**src/dummy_end.sv**
```systemverilog
`default_nettype none
`default_nettype wire

```
**src/mre_pkg.sv**
```systemverilog
// constants shared by the mouse report endpoint and its button debouncer
// assumes a single 50 MHz clock and synchronous inputs
`default_nettype none
package mre_pkg;
   localparam int unsigned CLK_HZ          = 50_000_000;
   // device states as signalled by the enumeration logic
   localparam logic [1:0]  DEV_DEFAULT     = 2'h0;
   localparam logic [1:0]  DEV_ADDRESSED   = 2'h1;
   localparam logic [1:0]  DEV_CONFIGURED  = 2'h2;
   // answer given to a poll of the report endpoint
   localparam logic [1:0]  RESP_NAK        = 2'h1;
   localparam logic [1:0]  RESP_DATA       = 2'h2;
   localparam logic [1:0]  RESP_STALL      = 2'h3;
   // field widths
   localparam int unsigned XY_W            = 12;
   localparam int unsigned Z_W             = 8;
   localparam int unsigned BTN_W           = 3;
   localparam logic [2:0]  LEN_NO_WHEEL    = 3'h4;
   localparam logic [2:0]  LEN_WHEEL       = 3'h5;
   // saturation limits on a 13-bit signed sum
   localparam logic signed [12:0] XY_MAX   = 13'sh07FF;
   localparam logic signed [12:0] XY_MIN   = 13'sh1800;
   localparam logic signed [12:0] Z_MAX    = 13'sh007F;
   localparam logic signed [12:0] Z_MIN    = 13'sh1F80;
   // idle repeat rate unit
   localparam int unsigned IDLE_UNIT_MS    = 4;
   localparam int unsigned IDLE_UNIT_CYCLES = (CLK_HZ / 1000) * IDLE_UNIT_MS;
   // button debounce settle time
   localparam int unsigned DEBOUNCE_US     = 50;
   localparam int unsigned DEBOUNCE_CYCLES = (CLK_HZ / 1_000_000) * DEBOUNCE_US;
   localparam logic [11:0] DEBOUNCE_LAST   = 12'(DEBOUNCE_CYCLES - 1);
endpackage
`default_nettype wire

```
**src/mre_debounce.sv**
```systemverilog
// button debouncer: a raw level is taken once stable for the settle time
// assumes button inputs already synchronous to i_clk
`default_nettype none
module mre_debounce (
   input  wire logic       i_clk,
   input  wire logic       i_reset,
   input  wire logic [2:0] i_raw,
   output logic      [2:0] o_stable
);
   logic [2:0]  cand_r;
   logic [2:0]  cand_nxt;
   logic [2:0]  stable_r;
   logic [2:0]  stable_nxt;
   logic [11:0] cnt_r;
   logic [11:0] cnt_nxt;

   always_comb begin
      cand_nxt   = cand_r;
      stable_nxt = stable_r;
      cnt_nxt    = cnt_r;
      if (i_raw != cand_r) begin
         cand_nxt = i_raw;
         cnt_nxt  = 12'h000;
      end else if (cnt_r == mre_pkg::DEBOUNCE_LAST) begin
         stable_nxt = cand_r;
      end else begin
         cnt_nxt = cnt_r + 12'h001;
      end
   end

   always_ff @(posedge i_clk or posedge i_reset) begin
      if (i_reset) begin
         cand_r   <= 3'h0;
         stable_r <= 3'h0;
         cnt_r    <= 12'h000;
      end else begin
         cand_r   <= cand_nxt;
         stable_r <= stable_nxt;
         cnt_r    <= cnt_nxt;
      end
   end

   assign o_stable = stable_r;
endmodule
`default_nettype wire

```
**src/mre_endpoint.sv**
```systemverilog
// report endpoint of a low-speed mouse: poll answers, motion accumulation
// assumes the protocol engine decodes tokens, handshakes and requests
// How it works
// packet: buttons, X low, XY high, Y low, wheel
// configured and not halted: NAK when empty, else data
// STALL only while halt bit is set
// host polls at least every 10 frames
// back-to-back polls never lose or duplicate
// no reports unless configured; polls ignored
// empty buffer loads any change at once
// full buffer: motion summed into accumulators
// on emptying, accumulated totals become next report
// accumulators cleared right after that transfer
// reported button state saved as copy
// full buffer ignores button changes
// on emptying, changed buttons load and update copy
// buttons debounced before use
// zero wLength queries still return one byte
// halt set/clear only accepted when configured
// idle rate in 4 ms units, zero means on-change
// buffer empties only on host acknowledge or when not configured
// accumulators saturate at field limits
`default_nettype none
module mre_endpoint #(
   parameter int unsigned IDLE_UNIT = mre_pkg::IDLE_UNIT_CYCLES
) (
   input  wire logic        i_clk,
   input  wire logic        i_reset,
   input  wire logic [1:0]  i_dev_state,
   input  wire logic        i_report_endpoint_poll,
   input  wire logic        i_host_ack,
   input  wire logic        i_halt_report_endpoint_request,
   input  wire logic        i_unhalt_report_endpoint_request,
   input  wire logic        i_set_idle,
   input  wire logic [7:0]  i_idle_rate,
   input  wire logic        i_query_valid,
   input  wire logic [15:0] i_query_wlength,
   input  wire logic [7:0]  i_query_natural_len,
   input  wire logic        i_motion_valid,
   input  wire logic [11:0] i_dx,
   input  wire logic [11:0] i_dy,
   input  wire logic [7:0]  i_dz,
   input  wire logic        i_wheel_present,
   input  wire logic [2:0]  i_buttons_raw,
   output logic             o_resp_valid,
   output logic [1:0]       o_resp_kind,
   output logic [2:0]       o_resp_len,
   output logic [7:0]       o_resp_byte0,
   output logic [7:0]       o_resp_byte1,
   output logic [7:0]       o_resp_byte2,
   output logic [7:0]       o_resp_byte3,
   output logic [7:0]       o_resp_byte4,
   output logic             o_ctrl_valid,
   output logic             o_ctrl_stall,
   output logic             o_halted,
   output logic             o_query_valid,
   output logic [7:0]       o_query_len
);
   function automatic logic [11:0] sat_add(input logic [11:0] a,
                                           input logic [11:0] b,
                                           input logic signed [12:0] lo,
                                           input logic signed [12:0] hi);
      logic signed [12:0] s;
      s = $signed({a[11], a}) + $signed({b[11], b});
      if (s > hi) begin
         return hi[11:0];
      end else if (s < lo) begin
         return lo[11:0];
      end
      return s[11:0];
   endfunction

   logic [2:0]  btn;
   logic        cfg;
   logic        emptying;
   logic        free;
   logic        load;
   logic        idle_fire;
   logic [11:0] sum_x;
   logic [11:0] sum_y;
   logic [11:0] sum_z;

   logic        full_r,  full_nxt;
   logic        sent_r,  sent_nxt;
   logic [2:0]  rep_b_r, rep_b_nxt;
   logic [11:0] rep_x_r, rep_x_nxt;
   logic [11:0] rep_y_r, rep_y_nxt;
   logic [7:0]  rep_z_r, rep_z_nxt;
   logic [11:0] acc_x_r, acc_x_nxt;
   logic [11:0] acc_y_r, acc_y_nxt;
   logic [7:0]  acc_z_r, acc_z_nxt;
   logic [2:0]  saved_r, saved_nxt;

   mre_debounce u_debounce (
      .i_clk    (i_clk),
      .i_reset  (i_reset),
      .i_raw    (i_buttons_raw),
      .o_stable (btn)
   );

   assign cfg      = (i_dev_state == mre_pkg::DEV_CONFIGURED);
   assign emptying = cfg & full_r & sent_r & i_host_ack;
   assign free     = ~full_r | emptying;

   // motion of this cycle folded into the running totals
   always_comb begin
      sum_x = acc_x_r;
      sum_y = acc_y_r;
      sum_z = {{4{acc_z_r[7]}}, acc_z_r};
      if (i_motion_valid) begin
         sum_x = sat_add(acc_x_r, i_dx, mre_pkg::XY_MIN,
                         mre_pkg::XY_MAX);
         sum_y = sat_add(acc_y_r, i_dy, mre_pkg::XY_MIN, mre_pkg::XY_MAX);
         if (i_wheel_present) begin
            sum_z = sat_add({{4{acc_z_r[7]}}, acc_z_r},
                            {{4{i_dz[7]}}, i_dz},
                            mre_pkg::Z_MIN, mre_pkg::Z_MAX);
         end
      end
   end


   assign load = cfg & free & ((sum_x != 12'h000) | (sum_y != 12'h000) |
                 (sum_z != 12'h000) | (btn != saved_r) | idle_fire);

   always_comb begin
      full_nxt  = full_r;
      sent_nxt  = sent_r;
      rep_b_nxt = rep_b_r;
      rep_x_nxt = rep_x_r;
      rep_y_nxt = rep_y_r;
      rep_z_nxt = rep_z_r;
      acc_x_nxt = sum_x;
      acc_y_nxt = sum_y;
      acc_z_nxt = sum_z[7:0];
      saved_nxt = saved_r;
      if (!cfg) begin
         full_nxt  = 1'b0;
         sent_nxt  = 1'b0;
         acc_x_nxt = 12'h000;
         acc_y_nxt = 12'h000;
         acc_z_nxt = 8'h00;
      end else begin
         if (emptying) begin
            full_nxt = 1'b0;
            sent_nxt = 1'b0;
         end else if (i_report_endpoint_poll && full_r && !o_halted) begin
            sent_nxt = 1'b1;
         end
         if (load) begin
            full_nxt  = 1'b1;
            sent_nxt  = 1'b0;
            rep_b_nxt = btn;
            rep_x_nxt = sum_x;
            rep_y_nxt = sum_y;
            rep_z_nxt = sum_z[7:0];
            saved_nxt = btn;
            acc_x_nxt = 12'h000;
            acc_y_nxt = 12'h000;
            acc_z_nxt = 8'h00;
         end
      end
   end

   always_ff @(posedge i_clk or posedge i_reset) begin
      if (i_reset) begin
         full_r  <= 1'b0;
         sent_r  <= 1'b0;
         rep_b_r <= 3'h0;
         rep_x_r <= 12'h000;
         rep_y_r <= 12'h000;
         rep_z_r <= 8'h00;
         acc_x_r <= 12'h000;
         acc_y_r <= 12'h000;
         acc_z_r <= 8'h00;
         saved_r <= 3'h0;
      end else begin
         full_r  <= full_nxt;
         sent_r  <= sent_nxt;
         rep_b_r <= rep_b_nxt;
         rep_x_r <= rep_x_nxt;
         rep_y_r <= rep_y_nxt;
         rep_z_r <= rep_z_nxt;
         acc_x_r <= acc_x_nxt;
         acc_y_r <= acc_y_nxt;
         acc_z_r <= acc_z_nxt;
         saved_r <= saved_nxt;
      end
   end

   // idle repeat timer
   logic [7:0]  rate_r,  rate_nxt;
   logic [17:0] tick_r,  tick_nxt;
   logic [7:0]  units_r, units_nxt;

   assign idle_fire = (rate_r != 8'h00) && !full_r &&
                      (units_r == rate_r);

   always_comb begin
      rate_nxt  = rate_r;
      tick_nxt  = tick_r;
      units_nxt = units_r;
      if (i_set_idle) begin
         rate_nxt = i_idle_rate;
      end
      if (!cfg || full_r || load || rate_r == 8'h00) begin
         tick_nxt  = 18'h00000;
         units_nxt = 8'h00;
      end else if (tick_r == 18'(IDLE_UNIT - 1)) begin
         tick_nxt  = 18'h00000;
         units_nxt = units_r + 8'h01;
      end else begin
         tick_nxt = tick_r + 18'h00001;
      end
   end

   always_ff @(posedge i_clk or posedge i_reset) begin
      if (i_reset) begin
         rate_r  <= 8'h00;
         tick_r  <= 18'h00000;
         units_r <= 8'h00;
      end else begin
         rate_r  <= rate_nxt;
         tick_r  <= tick_nxt;
         units_r <= units_nxt;
      end
   end

   // answers to polls, halt requests and short queries
   logic        rv_nxt, cv_nxt, cs_nxt, halt_nxt, qv_nxt;
   logic [1:0]  rk_nxt;
   logic [2:0]  rl_nxt;
   logic [7:0]  b0_nxt, b1_nxt, b2_nxt, b3_nxt, b4_nxt, ql_nxt;

   always_comb begin
      rv_nxt   = 1'b0;
      rk_nxt   = o_resp_kind;
      rl_nxt   = o_resp_len;
      b0_nxt   = o_resp_byte0;
      b1_nxt   = o_resp_byte1;
      b2_nxt   = o_resp_byte2;
      b3_nxt   = o_resp_byte3;
      b4_nxt   = o_resp_byte4;
      cv_nxt   = 1'b0;
      cs_nxt   = o_ctrl_stall;
      halt_nxt = o_halted;
      qv_nxt   = 1'b0;
      ql_nxt   = o_query_len;
      if (cfg && i_report_endpoint_poll) begin
         rv_nxt = 1'b1;
         if (o_halted) begin
            rk_nxt = mre_pkg::RESP_STALL;
         end else if (full_r && !emptying) begin
            rk_nxt = mre_pkg::RESP_DATA;
            rl_nxt = i_wheel_present ? mre_pkg::LEN_WHEEL
                                     : mre_pkg::LEN_NO_WHEEL;
            b0_nxt = {5'h00, rep_b_r};
            b1_nxt = rep_x_r[7:0];
            b2_nxt = {rep_y_r[11:8], rep_x_r[11:8]};
            b3_nxt = rep_y_r[7:0];
            b4_nxt = i_wheel_present ? rep_z_r : 8'h00;
         end else begin
            rk_nxt = mre_pkg::RESP_NAK;
         end
      end
      if (i_halt_report_endpoint_request ||
          i_unhalt_report_endpoint_request) begin
         cv_nxt = 1'b1;
         cs_nxt = !cfg;
         if (cfg) begin
            halt_nxt = i_halt_report_endpoint_request;
         end
      end
      if (i_query_valid) begin
         qv_nxt = 1'b1;
         if (i_query_wlength == 16'h0000) begin
            ql_nxt = 8'h01;
         end else if (i_query_wlength < {8'h00, i_query_natural_len}) begin
            ql_nxt = i_query_wlength[7:0];
         end else begin
            ql_nxt = i_query_natural_len;
         end
      end
   end

   always_ff @(posedge i_clk or posedge i_reset) begin
      if (i_reset) begin
         o_resp_valid  <= 1'b0;
         o_resp_kind   <= 2'h0;
         o_resp_len    <= 3'h0;
         o_resp_byte0  <= 8'h00;
         o_resp_byte1  <= 8'h00;
         o_resp_byte2  <= 8'h00;
         o_resp_byte3  <= 8'h00;
         o_resp_byte4  <= 8'h00;
         o_ctrl_valid  <= 1'b0;
         o_ctrl_stall  <= 1'b0;
         o_halted      <= 1'b0;
         o_query_valid <= 1'b0;
         o_query_len   <= 8'h00;
      end else begin
         o_resp_valid  <= rv_nxt;
         o_resp_kind   <= rk_nxt;
         o_resp_len    <= rl_nxt;
         o_resp_byte0  <= b0_nxt;
         o_resp_byte1  <= b1_nxt;
         o_resp_byte2  <= b2_nxt;
         o_resp_byte3  <= b3_nxt;
         o_resp_byte4  <= b4_nxt;
         o_ctrl_valid  <= cv_nxt;
         o_ctrl_stall  <= cs_nxt;
         o_halted      <= halt_nxt;
         o_query_valid <= qv_nxt;
         o_query_len   <= ql_nxt;
      end
   end
endmodule
`default_nettype wire

```
**config.mk**
```make
export PLATFORM = sky130hd
export DESIGN_NAME = mre_endpoint
export DESIGN_NICKNAME = d
export VERILOG_FILES = /design/src/dummy_end.sv /design/src/mre_pkg.sv /design/src/mre_debounce.sv /design/src/mre_endpoint.sv
export SDC_FILE = /design/constraint.sdc
export NUM_CORES = 1
export LEC_CHECK = 0
export ABC_AREA = 1
export BUFFER_PORTS_ARGS = -buffer_cell sky130_fd_sc_hd__buf_4
export CAP_MARGIN = 20
export CORE_MARGIN = 2
export CORE_UTILIZATION = 55
export DETAILED_ROUTE_END_ITERATION = 10
export PLACE_DENSITY = 0.83
export SYNTH_ARGS = -nofsm -noshare
export SYNTH_HDL_FRONTEND = slang
export SYNTH_HIERARCHICAL = 1
export SYNTH_SLANG_ARGS = --single-unit
export TNS_END_PERCENT = 100
```
**constraint.sdc**
```tcl
create_clock -name i_clk -period 8.19 [get_ports i_clk]
set_input_delay 0 -clock i_clk [delete_from_list [all_inputs] [get_ports i_clk]]
set_output_delay 0 -clock i_clk [all_outputs]
set_load 0.02 [all_outputs]
```
# Word-level counts from Yosys, hierarchy flattened
# Index checks and enable logic that the tools add are counted.
[word_totals] output_inout_bits=58 register_bits=174 input_bits=79 wordCells=139
[classes] n_eq_ne=9 bitwise=13 n_reduce_logical=25 muxes=51 n_addsub=6 magnitude_cmp=7
[ops] operator="$mux W12" count=19
[ops] operator="$mux W8" count=7
[ops] operator="$mux W18" count=2
[ops] operator="$reduce_bool A12 Y1" count=3
[ops] operator="$add A12 B12 Y13" count=2
[ops] operator="$gt A13 B12 Y1 const B" count=2
[ops] operator="$lt A13 B12 Y1 const B" count=2
[ops] operator="$mux W1" count=21
[ops] operator="$add A18 B1 Y18 const B" count=1
[ops] operator="$eq A18 B18 Y1 const B" count=1
[ops] operator="$logic_not A16 Y1" count=1
[ops] operator="$lt A16 B8 Y1" count=1
[ops] operator="$add A12 B1 Y12 const B" count=1
[ops] operator="$eq A12 B12 Y1 const B" count=1
[ops] operator="$add A8 B8 Y9" count=1
[ops] operator="$gt A9 B8 Y1 const B" count=1
[ops] operator="$lt A9 B8 Y1 const B" count=1
[ops] operator="$add A8 B1 Y8 const B" count=1
[ops] operator="$eq A8 B8 Y1" count=1
[ops] operator="$logic_not A8 Y1" count=1
[ops] operator="$reduce_bool A8 Y1" count=1
[ops] operator="$logic_and A1 B1 Y1" count=6
[ops] operator="$ne A3 B3 Y1" count=2
[ops] operator="$reduce_and A2 Y1" count=3
[ops] operator="12 further kinds" count=29

# Depth between registers and ports, before layout
[logic_depth] ltp_word=17 depth_mapped=24 ltp_nobuf=22

# Modules after synthesis
# The synthesis kept the hierarchy.
[modules_own_cells] mod="mre_endpoint" area_each_um2=8972.4 cells_each=1175 instances=1 seq_area_each_um2=3878.7
[modules_own_cells] mod="mre_debounce" area_each_um2=998.5 cells_each=130 instances=1 seq_area_each_um2=450.4

# Worst setup path before layout
# Ideal clock, no wire load.
[synth_timing] path_kind="reg2reg" startpoint="register acc_x_r[0]" endpoint="register full_r" setup_ns=0.121 t_required_ns=8.069 stages_incl_launch_ff=23 slack_ns=5.351 arrival_ns=2.718 synth_period_minus_slack_ns=2.839 path_buffers=2 path_cell_list="dfrtp_1 -> ha_1 -> fa_1 -> nand3_1 -> nand3_2 -> nand2_1 -> nand2_1 -> nand2_1 -> nand2_1 -> nand2_1 -> nand2_1 -> nand2_1 -> nand2_1 -> nand2_1 -> nand2_1 -> nor2_1 -> nand3_1 -> nor2_4 -> nand3_4 -> nand2_2 -> buf_6 -> buf_6 -> o21ai_1"
[synth_via] elab_chain_cells=15 elab_cells_between_ends=18 cone_classes="1 x add/sub; 2 x order compare; 1 x eq/ne; 8 x mux; 5 x bitwise; 1 x reduce/logical"
[synth_rtl] item="start, declared" line="mre_endpoint.sv:89" source="logic [11:0] acc_x_r, acc_x_nxt;"
[synth_rtl] item="start signal, assigned" line="mre_endpoint.sv:184" source="acc_x_r <= acc_x_nxt;"
[synth_rtl] item="$add A12 B12 Y13" line="mre_endpoint.sv:64" source="s = $signed({a[11], a}) + $signed({b[11], b});"
[synth_rtl] item="$lt A13 B12 Y1" line="mre_endpoint.sv:67" source="end else if (s < lo) begin"
[synth_rtl] item="$mux W1" line="mre_endpoint.sv:67"
[synth_rtl] item="$mux W1" line="mre_endpoint.sv:65" source="if (s > hi) begin"
[synth_rtl] item="$mux W1" line="mre_endpoint.sv:110" source="if (i_motion_valid) begin"
[synth_rtl] item="$mux W12" line="mre_endpoint.sv:70" source="return s[11:0];"
[synth_rtl] item="$mux W12 (*)" line="mre_endpoint.sv:110"
[synth_rtl] item="$reduce_bool A12 Y1 (*)" line="mre_endpoint.sv:123" source="assign load = cfg & free & ((sum_x != 12'h000) | (sum_y != 12'h000) |"
[synth_rtl] item="$or A1 B1 Y1 (*) (2 in series)" line="mre_endpoint.sv:123"
[synth_rtl] item="$or A1 B1 Y1 (*) (2 in series)" line="mre_endpoint.sv:124" source="(sum_z != 12'h000) | (btn != saved_r) | idle_fire);"
[synth_rtl] item="$and A1 B1 Y1 (*)" line="mre_endpoint.sv:123"
[synth_rtl] item="$mux W1" line="mre_endpoint.sv:150" source="if (load) begin"
[synth_rtl] item="$mux W1" line="mre_endpoint.sv:137" source="if (!cfg) begin"
[synth_rtl] item="end signal, assigned" line="mre_endpoint.sv:178" source="full_r <= full_nxt;"
[synth_rtl] item="end, declared" line="mre_endpoint.sv:83" source="logic full_r, full_nxt;"
# Mark *: on every way between the ends. The rest lies on a longest branch, timed or not. The select of a mux whose other input is x is not followed.
# A chain may end at the register's enable or synchronous reset.

# Worst setup path after layout
[layout_timing] startpoint="register acc_x_r[0]" endpoint="register acc_x_r[2]"
[layout_via] elab_chain_cells=15 elab_cells_between_ends=17 cone_classes="1 x add/sub; 2 x order compare; 8 x mux; 5 x bitwise; 1 x reduce/logical"
[layout_rtl] item="$add A12 B12 Y13" line="mre_endpoint.sv:64"
[layout_rtl] item="$lt A13 B12 Y1" line="mre_endpoint.sv:67"
[layout_rtl] item="$mux W1" line="mre_endpoint.sv:67"
[layout_rtl] item="$mux W1" line="mre_endpoint.sv:65"
[layout_rtl] item="$mux W1" line="mre_endpoint.sv:110"
[layout_rtl] item="$mux W12" line="mre_endpoint.sv:70"
[layout_rtl] item="$mux W12 (*)" line="mre_endpoint.sv:110"
[layout_rtl] item="$reduce_bool A12 Y1" line="mre_endpoint.sv:123"
[layout_rtl] item="$or A1 B1 Y1 (2 in series)" line="mre_endpoint.sv:123"
[layout_rtl] item="$or A1 B1 Y1 (2 in series)" line="mre_endpoint.sv:124"
[layout_rtl] item="$and A1 B1 Y1" line="mre_endpoint.sv:123"
[layout_rtl] item="$mux W12 (*)" line="mre_endpoint.sv:150"
[layout_rtl] item="$mux W12 (*)" line="mre_endpoint.sv:137"
[layout_rtl] item="via acc_x_nxt[2]" line="mre_endpoint.sv:89"
# Mark *: on every way through the listed nets, which the timed path passes. The rest lies on a longest branch. The select of a mux whose other input is x is not followed.

==> flow_summary.ini <==
[setup_path]
endpoint = acc_x_r[2]
cp_max_fo = 38
slowest_stage = nand2_2
cp-end-kind = flop
cp_cell_sequence = ha_1 > fa_1 > nand3_1 > nand3_2 > nand3_1 > nand3_1 > nand2_1 > nand2_2 > nand2_1 > nand2_1 > a21oi_1 > nand2_1 > nor2_1 > nand3_1 > nor2_4 > nand3_4 > nand2_2 > nand2_2 > nor2_1
r2r-start = acc_x_r[0]
reg2regPathDepth = 19
worstSetupPathType = reg -> reg
crit_path_start = acc_x_r[0]
rrSetupSlack_ns = 3.39
startpoint_type = flop
critical_path.max_stage_delay_ns = 0.69
cp.required_ns = 8.53
reg2reg_to = acc_x_r[2]
worst_ep_arrival_time_ns = 5.14

[synth]
ys_top_cells_by_area = dfrtp_1, nand2_1, inv_1
yosysTopAreaCell = dfrtp_1
synth-compound-area-share = 0.0548
ys.flop_type = dfrtp_1
ys_warn_count = 6
yosysSeqAreaShare = 0.434
synth_cells = 1305
netlist.area_leader.share = 0.434
synth-edff-count = 0
synthXorXnorAreaFrac = 0.0403
async_flop_share = 1.00
synth_mux_area_frac = 0
netlist_area_um2 = 9970
netlist_top_cells_count = nand2_1, dfrtp_1, inv_1
ys_seq_elements = 173
synth_most_common_cell = nand2_1
ys_types = 47
synth_top_family_by_area = simple AND/OR/NAND/NOR gates
syn_avg_cell_area_um2 = 7.64
synthAdderAreaFrac = 0.0587
yosys.area_share.simple = 0.335

[drt]
ant_nets = 0
wire_per_inst_um = 15.5
via_count = 9317
routed_wirelength_um = 26700
vias_per_cell = 5.40
dr.pass1.iters = 5
drt_first_iter_violations = 716
post-route-drc-count = 0

[timing]
final.setup_skew_ns = 0.00897
post-route-period-util = 0.586
period_needed_ns = 4.80
tightest_slew_ns = 0.901
whs_ns = 0.0826
max_freq_mhz = 208
final.setup.tns_ns = 0
finalSetupViolCount = 0
finalHoldViolCount = 0
relSlewSlack = 0.399
slew_violations = 0
rsz0062_at_grt = false

[clock_tree]
root_buffer = clkbuf_16
cts_made_buffers = 17
clk_path_buf_depth = 2
cts_resized = 0
clk_pin_slew_ns = 0.07
cts_sinks = 173
clock_latency_ns = 0.43
cts_max_level = 4
cts_tree = yes

[floorplanning]
coreArea_um2 = 17900
die_width_um = 139
initial_core_util = 0.557
dieArea_um2 = 19200
ios = 137
rows = 49
die_h_um = 139

[placed_design]
dp_cells = 1638
dp_hpwl_um = 17900
place_area_um2 = 11100
io_buffers = 130
gp_congestion = 0.928

[layout]
nFillCells = 1379
post_route_cells_drive_above_1_share = 0.161
final_cells = 1725
final_net_count = 1605
area_growth_pct = 22.4
finalInstanceArea_um2 = 12200

[flow_run]
drv_cap = 0

[grt]
grt_pass1_wl_um = 43600
grt_util_all_layers = 0.280
grt_start_max_net_pins = 85
grt_antenna_before_repair = 1
grt_overflow_total = 0
grt_pass1_vias = 9209

[power_and_ir_drop]
powerDensity_nw_per_um2 = 188
peakVddDrop_uv = 178
p_leak_uw = 0.00659

[min_path]
hp-class = in -> reg

[run_status]
status = finished, final reports clean
## worst max-delay path: cells and delay by family (launching register included)
family	cells	cell delay, ns
AO/OA/AOI/OAI	1	0.34
flip-flops	1	0.38
adder cells (fa/ha/maj)	2	0.64
AND/OR/NAND/NOR	16	3.32
## kinds of logic after synthesis
logic type | count (synthesis)
compound gates | 96
xor+xnor | 45
fa+ha+maj | 45
buf+inv | 182
flops | 173
other cells | 1
simple gates | 763
## layout by cell type, fill, tap and decap left out, types with 2 or more instances in the layout
| cell | instances |
|---|---|
| a21oi_1 | 29 |
| a21oi_2 | 3 |
| a31oi_1 | 5 |
| buf_4 | 134 |
| bufinv_16 | 2 |
| clkbuf_16 | 17 |
| clkinv_2 | 4 |
| clkinv_4 | 3 |
| clkinvlp_4 | 3 |
| conb_1 | 6 |
| dfrtp_1 | 173 |
| diode_2 | 2 |
| dlygate4sd3_1 | 53 |
| fa_1 | 3 |
| ha_1 | 42 |
| inv_1 | 144 |
| inv_6 | 3 |
| nand2_1 | 446 |
| nand2_2 | 11 |
| nand3_1 | 65 |
| nand3_2 | 4 |
| nand3b_1 | 23 |
| nand4_1 | 20 |
| nor2_1 | 123 |
| nor2_2 | 17 |
| nor2_4 | 2 |
| nor3_1 | 11 |
| nor4_1 | 8 |
| o21a_1 | 3 |
| o21ai_0 | 40 |
| o21ai_1 | 5 |
| o21ai_2 | 2 |
| o21bai_1 | 2 |
| or2_2 | 25 |
| or4_1 | 2 |
| xnor2_1 | 10 |
| xor2_1 | 34 |
## final cells by class
| cell class | instances | area, µm² | share of cell area |
|---|---|---|---|
| well taps | 229 | 287 | 0.0235 |
| inverters | 147 | 558 | 0.0457 |
| repair buffers | 187 | 1540 | 0.126 |
| diodes | 2 | 5.00 | 0.000410 |
| flip-flops and latches | 173 | 4330 | 0.355 |
| clock inverters | 13 | 141 | 0.0116 |
| multi-input cells | 955 | 4910 | 0.402 |
| clock buffers | 19 | 443 | 0.0363 |
## registers in the layout, indices dropped and copies added (netlist names), 12 cells and up
name / cells
rep_y_r: 12
rep_x_r: 12
u_debounce/cnt_r: 12
acc_y_r: 12
tick_r: 18
acc_x_r: 12
## through the flow
| step | total power (µW) | util | setup slack (ns) |
|---|---|---|---|
| floorplan | 1300 | - | 4.01 |
| global placement | 1460 | 0.619 | 3.64 |
| detailed placement | 1470 | 0.619 | 3.49 |
| CTS | 2290 | 0.682 | 3.42 |
| global route | 2400 | 0.682 | 2.93 |
| finish | 2300 | 0.682 | 3.39 |
## timing repair
action	in CTS	in global routing
hold buffers	53	0
setup buffers	0	0
endpoints found under the hold margin	138	0
## worst min-delay path by stage
stage,start,to,slack (ns),cells after the start
global placement,i_buttons_raw[2],u_debounce/cand_r[2],0.13,1
global route,i_dev_state[1],acc_x_r[9],0.09,5
floorplan,i_reset,u_debounce/cand_r[0],-0.06,1
finish,i_dev_state[1],acc_x_r[9],0.08,5
CTS,i_dev_state[1],acc_x_r[9],0.04,5
detailed placement,i_buttons_raw[2],u_debounce/cand_r[2],0.13,1
## routing by layer
layer	track usage	share of wire	vias up
met4	0.141	0.049	0
met5	0	0	-
met3	0.0539	0.055	100
met1	0.328	0.40	4410
li1	-	-	4451
met2	0.495	0.50	356
## power by group
group	internal, µW	switching (µW)	leakage, µW
sequential	939	59.3	0.00230
combinational	202	296	0.00402
clock	458	347	0.000280
(Power assumes the default switching activity.)
